<file path="src/verilog/twm_pkg.sv">
// Purpose: Shared constants and types for the two-wire master block
// Assumes: 40 MHz system clock, plain register port
// Notes:   Status codes always read with their three low bits as zero
package twm_pkg;

    // ------------------------------------------------------------
    // Register offsets
    // ------------------------------------------------------------
    localparam logic [1:0] TWM_OFF_CTRL   = 2'h0;
    localparam logic [1:0] TWM_OFF_STATUS = 2'h1;
    localparam logic [1:0] TWM_OFF_DATA   = 2'h2;
    localparam logic [1:0] TWM_OFF_DIV    = 2'h3;

    // ------------------------------------------------------------
    // Control register fields
    // ------------------------------------------------------------
    localparam int TWM_B_DONE  = 7;
    localparam int TWM_B_ACK   = 6;
    localparam int TWM_B_START = 5;
    localparam int TWM_B_STOP  = 4;
    localparam int TWM_B_WCOL  = 3;
    localparam int TWM_B_EN    = 2;
    localparam int TWM_B_IRQ   = 0;

    // ------------------------------------------------------------
    // Reset values
    // ------------------------------------------------------------
    localparam logic [7:0] TWM_RST_CTRL = 8'h00;
    localparam logic [7:0] TWM_RST_DATA = 8'hff;
    localparam logic [7:0] TWM_RST_DIV  = 8'h31;

    // ------------------------------------------------------------
    // Status codes
    // ------------------------------------------------------------
    localparam logic [7:0] TWM_ST_START   = 8'h08;
    localparam logic [7:0] TWM_ST_RSTART  = 8'h10;
    localparam logic [7:0] TWM_ST_AW_ACK  = 8'h18;
    localparam logic [7:0] TWM_ST_AW_NACK = 8'h20;
    localparam logic [7:0] TWM_ST_TX_ACK  = 8'h28;
    localparam logic [7:0] TWM_ST_TX_NACK = 8'h30;
    localparam logic [7:0] TWM_ST_ARB     = 8'h38;
    localparam logic [7:0] TWM_ST_AR_ACK  = 8'h40;
    localparam logic [7:0] TWM_ST_AR_NACK = 8'h48;
    localparam logic [7:0] TWM_ST_RX_ACK  = 8'h50;
    localparam logic [7:0] TWM_ST_RX_NACK = 8'h58;
    localparam logic [7:0] TWM_ST_IDLE    = 8'hf8;

    // ------------------------------------------------------------
    // Timing: bus free time before a START
    // ------------------------------------------------------------
    localparam int TWM_CLK_MHZ     = 40;
    localparam int TWM_T_FREE_NS   = 4700;
    localparam int TWM_FREE_CYCLES = (TWM_T_FREE_NS * TWM_CLK_MHZ + 999) / 1000;

    // ------------------------------------------------------------
    // Types
    // ------------------------------------------------------------
    typedef struct packed {
        logic [1:0] addr;
        logic [7:0] wdata;
        logic       wr;
        logic       rd;
    } twm_bus_s;

    typedef struct packed {
        logic scl_o;
        logic scl_oe;
        logic sda_o;
        logic sda_oe;
    } twm_pins_s;

endpackage : twm_pkg

</file>
<file path="src/verilog/twm_master.sv">
// Purpose: Status-driven master of a byte-oriented two-wire bus
// Assumes: One 40 MHz clock, bus pins sampled through three flops
// Notes:   Slave modes are not built; lost arbitration just releases
`timescale 1ns/100ps
module twm_master
    import twm_pkg::*;
#(
    parameter int FREE_CYCLES = TWM_FREE_CYCLES
) (
    input  wire logic              CLOCK,
    input  wire logic              RESET,
    input  wire twm_pkg::twm_bus_s BUS,
    output logic [7:0]             RDATA,
    input  wire logic              SCL_I,
    input  wire logic              SDA_I,
    output twm_pkg::twm_pins_s     PINS,
    output logic                   IRQ
);
    import twm_pkg::*;

    initial begin
        if (FREE_CYCLES < 1 || FREE_CYCLES > 65535)
            $error("FREE_CYCLES out of range");
    end

    typedef enum {
        S_IDLE, S_WAITFREE, S_START, S_BIT, S_ACKBIT, S_HOLD,
        S_STOP, S_ARBLOST
    } twm_state_e;

    // ------------------------------------------------------------
    // Registers and state
    // ------------------------------------------------------------
    logic [7:0]  ctrl_q;       // done,ack,start,stop,wcol,en,-,irq
    logic [7:0]  status_q;
    logic [7:0]  data_q;
    logic [7:0]  div_q;
    logic [7:0]  divcnt_q;
    logic        tick;
    logic [2:0]  scl_s_q;
    logic [2:0]  sda_s_q;
    logic        scl_f_q;
    logic        sda_f_q;
    logic [15:0] free_q;
    logic        bus_free;
    twm_state_e  st_q;
    logic [1:0]  ph_q;         // quarter phase of one bit
    logic [3:0]  bit_q;
    logic        rx_q;         // master receive mode
    logic        addr_q;       // current byte is an address
    logic        sda_out_q;
    logic        scl_out_q;
    logic        restart_q;    // repeated START without a STOP
    logic        set_done;
    logic [7:0]  set_code;
    logic        clr_stop;
    logic        wr_ctrl;
    logic        wr_data;
    logic        go;

    assign wr_ctrl = BUS.wr && BUS.addr == TWM_OFF_CTRL;
    assign wr_data = BUS.wr && BUS.addr == TWM_OFF_DATA;
    // resume on clear
    // A set still in flight counts as set, so the engine never runs on
    assign go = ctrl_q[TWM_B_EN] && !ctrl_q[TWM_B_DONE] && !set_done;

    // ------------------------------------------------------------
    // Pin synchronisers and bus-free detector
    // ------------------------------------------------------------
    always_ff @(posedge CLOCK) begin
        if (RESET) begin
            scl_s_q    <= 3'h7;
            sda_s_q    <= 3'h7;
            scl_f_q    <= 1'b1;
            sda_f_q    <= 1'b1;
        end else begin
            scl_s_q <= {scl_s_q[1:0], SCL_I};
            sda_s_q <= {sda_s_q[1:0], SDA_I};
            if (scl_s_q[1] == scl_s_q[2])
                scl_f_q <= scl_s_q[2];
            if (sda_s_q[1] == sda_s_q[2])
                sda_f_q <= sda_s_q[2];
        end
    end

    // Counts idle-high time; any START by others resets it
    always_ff @(posedge CLOCK) begin
        if (RESET) begin
            free_q <= 16'h0000;
        end else if (!scl_f_q || !sda_f_q) begin
            free_q <= 16'h0000;
        end else if (free_q < 16'(FREE_CYCLES)) begin
            free_q <= free_q + 16'h0001;
        end
    end
    assign bus_free = free_q >= 16'(FREE_CYCLES);

    // ------------------------------------------------------------
    // Quarter-bit enable divider
    // ------------------------------------------------------------
    always_ff @(posedge CLOCK) begin
        if (RESET || divcnt_q == 8'h00) begin
            divcnt_q <= RESET ? TWM_RST_DIV : div_q;
        end else begin
            divcnt_q <= divcnt_q - 8'h01;
        end
    end
    assign tick = divcnt_q == 8'h00;

    // ------------------------------------------------------------
    // Control register
    // ------------------------------------------------------------
    always_ff @(posedge CLOCK) begin
        if (RESET) begin
            ctrl_q <= TWM_RST_CTRL;
        end else begin
            if (wr_ctrl) begin
                ctrl_q[TWM_B_DONE]  <= ctrl_q[TWM_B_DONE]
                                       && !BUS.wdata[TWM_B_DONE];
                ctrl_q[TWM_B_ACK]   <= BUS.wdata[TWM_B_ACK];
                ctrl_q[TWM_B_START] <= BUS.wdata[TWM_B_START];
                ctrl_q[TWM_B_STOP]  <= BUS.wdata[TWM_B_STOP];
                ctrl_q[TWM_B_EN]    <= BUS.wdata[TWM_B_EN];
                ctrl_q[TWM_B_IRQ]   <= BUS.wdata[TWM_B_IRQ];
            end
            if (clr_stop)
                ctrl_q[TWM_B_STOP] <= 1'b0;
            if (wr_data)
                ctrl_q[TWM_B_WCOL] <= !ctrl_q[TWM_B_DONE];
            // Set wins over a clear in the same cycle
            if (set_done)
                ctrl_q[TWM_B_DONE] <= 1'b1;
        end
    end

    // ------------------------------------------------------------
    // Status and divider registers
    // ------------------------------------------------------------
    always_ff @(posedge CLOCK) begin
        if (RESET) begin
            div_q    <= TWM_RST_DIV;
            status_q <= TWM_ST_IDLE;
        end else begin
            if (BUS.wr && BUS.addr == TWM_OFF_DIV)
                div_q <= BUS.wdata;
            if (set_done)
                status_q <= {set_code[7:3], 3'h0};
            // Code holds while the flag is up, even when idle
            else if ((st_q == S_IDLE || st_q == S_WAITFREE)
                     && !ctrl_q[TWM_B_DONE])
                status_q <= TWM_ST_IDLE;
        end
    end

    // ------------------------------------------------------------
    // Read port, one cycle after the strobe
    // ------------------------------------------------------------
    always_ff @(posedge CLOCK) begin
        if (RESET) begin
            RDATA <= 8'h00;
        end else if (BUS.rd) begin
            case (BUS.addr)
                TWM_OFF_CTRL:   RDATA <= {ctrl_q[7:2], 1'b0, ctrl_q[0]};
                TWM_OFF_STATUS: RDATA <= status_q;
                TWM_OFF_DATA:   RDATA <= data_q;
                TWM_OFF_DIV:    RDATA <= div_q;
                default:        RDATA <= 8'h00;
            endcase
        end else begin
            RDATA <= 8'h00;
        end
    end

    always_ff @(posedge CLOCK) begin
        if (RESET)
            IRQ <= 1'b0;
        else
            IRQ <= ctrl_q[TWM_B_DONE] && ctrl_q[TWM_B_IRQ];
    end

    // ------------------------------------------------------------
    // Bus engine: quarter phases 0..3 per bit
    // ------------------------------------------------------------
    always_ff @(posedge CLOCK) begin
        if (RESET) begin
            st_q      <= S_IDLE;
            ph_q      <= 2'h0;
            bit_q     <= 4'h0;
            rx_q      <= 1'b0;
            addr_q    <= 1'b0;
            sda_out_q <= 1'b1;
            scl_out_q <= 1'b1;
            restart_q <= 1'b0;
            data_q    <= TWM_RST_DATA;
            set_done  <= 1'b0;
            set_code  <= TWM_ST_IDLE;
            clr_stop  <= 1'b0;
        end else begin
            set_done <= 1'b0;
            clr_stop <= 1'b0;
            if (wr_data && ctrl_q[TWM_B_DONE])
                data_q <= BUS.wdata;
            if (!ctrl_q[TWM_B_EN]) begin
                st_q      <= S_IDLE;
                sda_out_q <= 1'b1;
                scl_out_q <= 1'b1;
            end else begin
                case (st_q)
                    S_IDLE: begin
                        if (go && ctrl_q[TWM_B_START])
                            st_q <= S_WAITFREE;
                    end
                    S_WAITFREE: begin
                        if (bus_free && tick) begin
                            st_q      <= S_START;
                            ph_q      <= 2'h0;
                            restart_q <= 1'b0;
                        end
                    end
                    S_START: if (tick) begin
                        // Repeated START: release SDA with SCL low first
                        ph_q <= ph_q + 2'h1;
                        case (ph_q)
                            2'h0: sda_out_q <= 1'b1;
                            2'h1: scl_out_q <= 1'b1;
                            2'h2: sda_out_q <= 1'b0;
                            default: begin
                                scl_out_q <= 1'b0;
                                set_code  <= restart_q ? TWM_ST_RSTART
                                                       : TWM_ST_START;
                                set_done  <= 1'b1;
                                addr_q    <= 1'b1;
                                st_q      <= S_HOLD;
                            end
                        endcase
                    end
                    S_HOLD: begin
                        if (go && ctrl_q[TWM_B_STOP]) begin
                            st_q     <= S_STOP;
                            ph_q     <= 2'h0;
                            clr_stop <= 1'b1;
                        end else if (go && ctrl_q[TWM_B_START]
                                     && !addr_q) begin
                            st_q      <= S_START;
                            ph_q      <= 2'h0;
                            restart_q <= 1'b1;
                        end else if (go) begin
                            if (addr_q)
                                rx_q <= data_q[0];
                            st_q  <= S_BIT;
                            ph_q  <= 2'h0;
                            bit_q <= 4'h0;
                        end
                    end
                    S_BIT: if (tick) begin
                        ph_q <= ph_q + 2'h1;
                        case (ph_q)
                            2'h0: sda_out_q <= (rx_q && !addr_q) ? 1'b1
                                               : data_q[3'h7 - bit_q[2:0]];
                            2'h1: scl_out_q <= 1'b1;
                            2'h2: begin
                                if (rx_q && !addr_q)
                                    data_q <= {data_q[6:0], sda_f_q};
                                else if (sda_out_q && !sda_f_q)
                                    st_q <= S_ARBLOST;
                            end
                            default: begin
                                scl_out_q <= 1'b0;
                                bit_q     <= bit_q + 4'h1;
                                if (bit_q == 4'h7)
                                    st_q <= S_ACKBIT;
                            end
                        endcase
                    end
                    S_ACKBIT: if (tick) begin
                        ph_q <= ph_q + 2'h1;
                        case (ph_q)
                            2'h0: sda_out_q <= (rx_q && !addr_q)
                                             ? !ctrl_q[TWM_B_ACK] : 1'b1;
                            2'h1: scl_out_q <= 1'b1;
                            2'h2: begin
                                if (rx_q && !addr_q)
                                    set_code <= sda_out_q ? TWM_ST_RX_NACK
                                                          : TWM_ST_RX_ACK;
                                else if (addr_q && rx_q)
                                    set_code <= sda_f_q ? TWM_ST_AR_NACK
                                                        : TWM_ST_AR_ACK;
                                else if (addr_q)
                                    set_code <= sda_f_q ? TWM_ST_AW_NACK
                                                        : TWM_ST_AW_ACK;
                                else
                                    set_code <= sda_f_q ? TWM_ST_TX_NACK
                                                        : TWM_ST_TX_ACK;
                            end
                            default: begin
                                // SDA left alone: no edge as SCL falls
                                scl_out_q <= 1'b0;
                                set_done  <= 1'b1;
                                addr_q    <= 1'b0;
                                st_q      <= S_HOLD;
                            end
                        endcase
                    end
                    S_STOP: if (tick) begin
                        ph_q <= ph_q + 2'h1;
                        case (ph_q)
                            2'h0: sda_out_q <= 1'b0;
                            2'h1: scl_out_q <= 1'b1;
                            2'h2: sda_out_q <= 1'b1;
                            default: begin
                                st_q <= ctrl_q[TWM_B_START] ? S_WAITFREE
                                                            : S_IDLE;
                            end
                        endcase
                    end
                    S_ARBLOST: begin
                        sda_out_q <= 1'b1;
                        scl_out_q <= 1'b1;
                        set_code  <= TWM_ST_ARB;
                        set_done  <= 1'b1;
                        st_q      <= S_IDLE;
                    end
                    default: st_q <= S_IDLE;
                endcase
            end
        end
    end

    // ------------------------------------------------------------
    // Pin drivers: open-drain, enable while pulling low
    // ------------------------------------------------------------
    always_ff @(posedge CLOCK) begin
        if (RESET) begin
            PINS <= '{scl_o: 1'b0, scl_oe: 1'b0, sda_o: 1'b0, sda_oe: 1'b0};
        end else begin
            PINS.scl_o  <= 1'b0;
            PINS.sda_o  <= 1'b0;
            PINS.scl_oe <= !scl_out_q;
            PINS.sda_oe <= !sda_out_q;
        end
    end

endmodule : twm_master

</file>
<file path="config.mk">
export PLATFORM = sky130hd
export DESIGN_NAME = twm_master
export DESIGN_NICKNAME = d
export VERILOG_FILES = /design/src/verilog/twm_pkg.sv /design/src/verilog/twm_master.sv
export SDC_FILE = /design/constraint.sdc
export NUM_CORES = 1
export LEC_CHECK = 0
export ABC_AREA = 1
export BUFFER_PORTS_ARGS = -buffer_cell sky130_fd_sc_hd__buf_2
export CAP_MARGIN = 5
export CORE_MARGIN = 2
export CORE_UTILIZATION = 61
export DETAILED_ROUTE_END_ITERATION = 7
export MAX_ROUTING_LAYER = met4
export PLACE_DENSITY = 0.89
export SLEW_MARGIN = 20
export SYNTH_ARGS = -nofsm -noshare
export SYNTH_HDL_FRONTEND = slang
export SYNTH_SLANG_ARGS = --single-unit
</file>
<file path="constraint.sdc">
create_clock -name CLOCK -period 2.6 [get_ports CLOCK]
set_clock_uncertainty 0.05 [all_clocks]
set_input_delay 0.26 -clock CLOCK [delete_from_list [all_inputs] [get_ports CLOCK]]
set_output_delay 0.26 -clock CLOCK [all_outputs]
set_load 0.005 [all_outputs]
</file>
==> metrics.txt, run 1 <==
status=complete, no violations; vias=4166; drt drc=0; largest net degree at the start of global routing=36; Final Setup Violations=0; hold crit path type=primary input to register; CP cell instances=inv_1 -> ha_1 -> nand2_1 -> nor3_4 -> nand2_2 -> o211ai_1 -> o211ai_2; DIE HEIGHT=89.8 microns; placer's final routability congestion estimate=0.948; Clock Path Buffers=2; placed insts=722; top post-synthesis cells by area=dfxtp_1, nand2_1, inv_1; Post-DP HPWL=7930 microns; Finished Core Util=68.2%; Core Rows=31; crit end category=register; TNS Setup=0 ns; post-route ant nets=0; Synth top area share=41.0%; root buf cell=clkbuf_8; largest stage delay on the critical path=0.35 ns; Ys Warns=0; io pins=29; cell at the slowest stage of the critical path=dfxtp_1; ys flop type=dfxtp_1; maximum vdd drop=0.298 mV; max cap viols=0; CTS tree=yes; Max Slew Vio Count=0; Layout area overhead=8.85%; Worst Setup Start Kind=register; Final Hold Viols=0; diode count=0; Routed Wire Length=10800 microns; Required @ worst endpoint=2.80 ns; drt first pass iters=5; Seq/Total Area, Yosys=41.0%; vias in the first global route=3956; power per cell area=535 nW/um^2; Peak Freq=533 MHz; RSZ-0062 raised after global routing=false; Worst Max-Slew Pin Slew=0.659 ns; post_cts resized=0; clock transition at the registers of the reported paths=0.11 ns; Iter 0 DRT Violations=377; Vias/cell=5.64; cell taking the most area after synthesis=dfxtp_1; cell leakage power=2.16 nW; Sink Count=92; core area=7180 sq um; Synth async-reset ratio=0%; hold_buf cts=0; Synth cell types=46; Tmin final=1.88 ns; worst skew pair latency=0.38 ns; final clock period utilization by the worst path=72.2%; htree depth=3; DIE WIDTH=89.8 microns; GR Overflow Total=0; post-layout net count=660; total CTS buffers=9; Worst Path Arrival=2.08 ns; Post-synth EDFFs=0; Post-Layout Cell Count=738; first-pass GRT wire length=18500 microns; PortBufs=26; per-cell routed wire length=14.6 microns; synthesized flop and latch total=92; initial antenna violation count=0; share of layout cells above drive strength 1=17.1%; Initial Util=62.6%; global-route usage over all layers=28.9%; DIE AREA=8070 sq um; Cell Area, Synth=4490 sq um; Pwr Total=2.62 mW; post-CTS setup buffers=0; synthesized instance count=608; syn_area_per_cell=7.39 sq um; Rel. slew slack=55.7%; Crit Path Class=register to register; CP max FO=13
## power breakdown
group          leakage, nW  switching (mW)  internal [mW]
logic                 1.30           0.112         0.0574
clock network        0.105           0.595          0.388
registers            0.748          0.0236           1.44
## routing by layer
metal / global-route usage (%) / wire, microns / part of all wire (%)
met1: 36.1 / 4620 / 43
met2: 47.0 / 5150 / 48
met3: 5.20 / 802 / 7.4
met4: 11.0 / 236 / 2.2
met5: - / 0 / 0
## path summary, 6_finish.rpt
kind	start	to	slack, ns	depth (start not counted)
min	SCL_I	scl_s_q[0]	0.01	2
max reg2reg	ph_q[0]	data_q[0]	0.72	7
max	ph_q[0]	data_q[0]	0.72	7
min reg2reg	scl_out_q	PINS[2]	0.38	1
## state kept, by name, summed over array words and instances, names as in the netlist, 3 cells and up
name / count
RDATA: 8
bit_q: 4
ctrl_q: 7
data_q: 8
div_q: 8
divcnt_q: 8
free_q: 16
scl_s_q: 3
sda_s_q: 3
set_code: 5
st_q: 3
status_q: 5
## logic make-up after synthesis
group                      share of synthesized area [%]
AOI/OAI and AO/OA                                   17.0
xor gates and xnor gates                            1.56
adders and majority gates                           2.78
buffers and inverters                               9.52
DFF                                                 41.0
other                                             0.0834
and+or+nand+nor                                     28.0
## cell usage after synthesis, types with 5 or more instances
library cell,number
or2_2,6
inv_1,74
o211ai_1,7
o22ai_1,11
o211ai_2,6
nor2_2,12
nand2_2,10
nor2_1,57
xor2_1,6
a21oi_1,41
nand2_4,5
nand2_1,118
nand3_1,46
dfxtp_1,92
o21ai_0,37
clkbuf_1,6
ha_1,10
inv_2,9
## final cells by class
type	count	area, sq um
inverter	89	343
tap	99	124
multi-input combinational	414	2230
fill	608	2280
timing repair buffer	28	145
clock inverter	7	86.3
clock buffer	9	124
sequential	92	1840
## cells in the final DEF (no fill, tap or decap), drive strengths merged, types with 2 or more instances in the layout
| cell | n |
|---|---|
| a221oi | 4 |
| inv | 90 |
| a21oi | 45 |
| nor3 | 5 |
| nand3 | 49 |
| o211ai | 13 |
| or2 | 6 |
| nand4 | 4 |
| dfxtp | 92 |
| xor2 | 6 |
| clkbuf | 9 |
| o22ai | 11 |
| conb | 2 |
| ha | 10 |
| o31ai | 2 |
| o21bai | 2 |
| o21ai | 42 |
| nor2 | 71 |
| buf | 28 |
| xnor2 | 2 |
| nand2 | 133 |
| clkinv | 6 |
## worst max-delay path: cells and delay by family, from the launching register on
kind,cells,cell delay (ns)
and+or+nand+nor,3,0.62
DFF,1,0.35
adders and majority gates,1,0.33
AOI/OAI and AO/OA,2,0.29
buffers and inverters,1,0.13
## through the flow
stage                     hold slack, ns  worst slack [ns]  instance area (sq um)
after floorplan                    0.314              1.08                   4500
after CTS                        0.00235             0.745                   4890
after global placement             0.350             0.807                   4680
after detailed placement           0.356             0.755                   4680
after global routing             0.00249             0.591                   4890
final                             0.0110             0.724                   4890
Power figures use the tool's default switching activity.
==> run 2, diff against run 1 <==
CORE_UTILIZATION = 54   (was 61)
PLACE_DENSITY = 0.84   (was 0.89)
clock period = 1.7 ns   (was 2.6 ns; I/O delays follow)
==> metrics.txt, run 2 (synthesis results as in run 1) <==
cell at the slowest stage of the critical path=dfxtp_1; RSZ-0062 raised after global routing=true; most flop-heavy register=free_q; DIE HEIGHT=95.2 microns (+6.0%); root buf cell=clkbuf_8; Worst Path Arrival=1.89 ns (-0.19 ns); first-pass GRT wire length=18100 microns (-2.6%); PortBufs=26 (unchanged); Iter 0 DRT Violations=411 (+9.0%); cell leakage power=2.31 nW (+7.2%); Post-DP HPWL=8620 microns (+8.6%); CTS tree=yes; Worst R2R End=divcnt_q[4]; vias=4235 (+1.7%); Layout area overhead=15.9%; Pwr Total=4.00 mW (+53%); Worst Max-Slew Pin Slew=0.498 ns (-0.161 ns); Finished Core Util=64.0% (-4.1 points); Most Crowded Layer GR=met2; Crit Reg-Reg Startpoint=divcnt_q[4]; per-cell routed wire length=14.9 microns (+1.4%); TNS Setup=0 ns (unchanged); DIE WIDTH=95.2 microns (+6.0%); worst path bufs/invs=2 (+1); worst min-delay path startpoint=BUS[3]; power per cell area=768 nW/um^2 (+43%); maximum vdd drop=0.400 mV (+34%); crit end category=register; core area=8130 sq um (+13%); total CTS buffers=9 (unchanged); Core Rows=33 (+6.5%); Place WS=0.0239 ns (-0.732 ns); hold crit path type=primary input to register; commonest non-fill, non-tap cell in the layout=nand2_1; Routed Wire Length=11500 microns (+6.4%); grt met2 use=44.2% (-2.8 points); DIE AREA=9070 sq um (+12%); Required @ worst endpoint=1.91 ns (-0.89 ns); drt first pass iters=5 (unchanged); clock transition at the registers of the reported paths=0.10 ns (about the same); minimum setup slack in the final design=0.0202 ns (-0.704 ns); largest net degree at the start of global routing=21 (-42%); diode count=0 (unchanged); largest stage delay on the critical path=0.35 ns (about the same); initial antenna violation count=0 (unchanged); global-route usage over all layers=26.5% (-2.4 points); Clock Path Buffers=2 (unchanged); post-layout net count=690 (+4.5%); share of layout cells above drive strength 1=23.5% (+6.4 points); CP cell instances=nor2_1 -> nand2_2 -> nor2_4 -> inv_1 -> nor2_1 -> inv_1 -> nor2_1 -> a21oi_1; commonest non-fill, non-tap cells in the layout=nand2_1, dfxtp_1, inv_1; Final Setup Violations=0 (unchanged); Worst Setup Start Kind=register; worst reg2reg path depth=8 (+1); Crit Path Class=register to register; CP max FO=6 (-7); Rel. slew slack=66.7% (+11 points); max cap viols=0 (unchanged); io pins=29 (unchanged); WHS Endpoint=data_q[1]; htree depth=3 (unchanged); post-route ant nets=0 (unchanged); met3 Use GR=5.93% (+0.73 points); Tmin final=1.68 ns (-0.196 ns); Post-Layout Cell Count=774 (+4.9%); Vias/cell=5.47 (-3.1%); R2R Setup Slk=0.02 ns (-0.70 ns); status=complete, no violations; Sink Count=92 (unchanged); Final Hold Viols=0 (unchanged); hold depth=3 (+1); Top Family by Delay on Critical Path=simple AND/OR/NAND/NOR gates; placer's final routability congestion estimate=0.994 (+4.8%); drt drc=0 (unchanged); Initial Util=55.3% (-7.4 points); vias in the first global route=3990 (+0.86%); Max Slew Vio Count=0 (unchanged); final clock period utilization by the worst path=98.8% (+27 points); GR Layer Usage met1=31.3% (-4.9 points); Peak Freq=595 MHz (+12%); worst skew pair latency=0.38 ns (about the same); GR Overflow Total=0 (unchanged); placed insts=753 (+4.3%); max reg flops=16 (unchanged); most frequent CP cell=nor2_1
run 2: cell count changes in the layout (fill, tap and decap cells not counted), sizes merged:
cell	change
buf	+27
inv	-1
dlygate4sd3	+3
clkinvlp	+1
run 2: final cells by class:
class,count,area [sq um]
Clock buffer,9,124
Clock inverter,7,70.1
Timing Repair Buffer,58,385
Fill cell,690,2930
Tap cell,105,131
Multi-Input combinational cell,414,2300
Sequential cell,92,1850
Inverter,89,345
run 2: what timing repair did:
item / 4_1_cts / 5_1_grt
endpoints found under the hold margin: 3 / 0
setup buffers: 0 / 2
hold buffers: 3 / 0
resized for setup: 0 / 29
setup endpoints to repair: 0 / 28
run 2: metal layers:
metal  up-vias  share of wire (%)
li1       2087                  -
met1      1963                 42
met2       159                 48
met3        26                7.7
met4         0                2.3
met5         -                  0
run 2: where the power goes:
group	leakage, nW	internal, mW	switching [mW]	total [mW]
sequential	0.750	2.21	0.0368	2.24
clock	0.0951	0.569	0.879	1.45
combinational	1.47	0.119	0.189	0.307
run 2: how the worst max path moves through the flow:
stage,slack (ns),from,to,cells after the start
finish,0.02,divcnt_q[4],divcnt_q[4],8
global route,-0.06,divcnt_q[4],st_q[1],11
CTS,0.0005,divcnt_q[0],set_code[6],9
detailed placement,0.02,divcnt_q[0],set_code[6],9
global placement,0.07,ph_q[0],st_q[0],12
floorplan,0.18,ph_q[0],data_q[3],8
run 2: worst min-delay path: stages:
cell and delay [ns]:
buf_2 0.09, o211ai_1 0.10, o211ai_2 0.06
run 2: metrics by stage:
step                cell area (sq um)  hold slack (ns)
global placement                 4880            0.311
finish                           5210           0.0202
global route                     5210           0.0197
CTS                              5100           0.0140
detailed placement               4880            0.308
floorplan                        4500            0.224
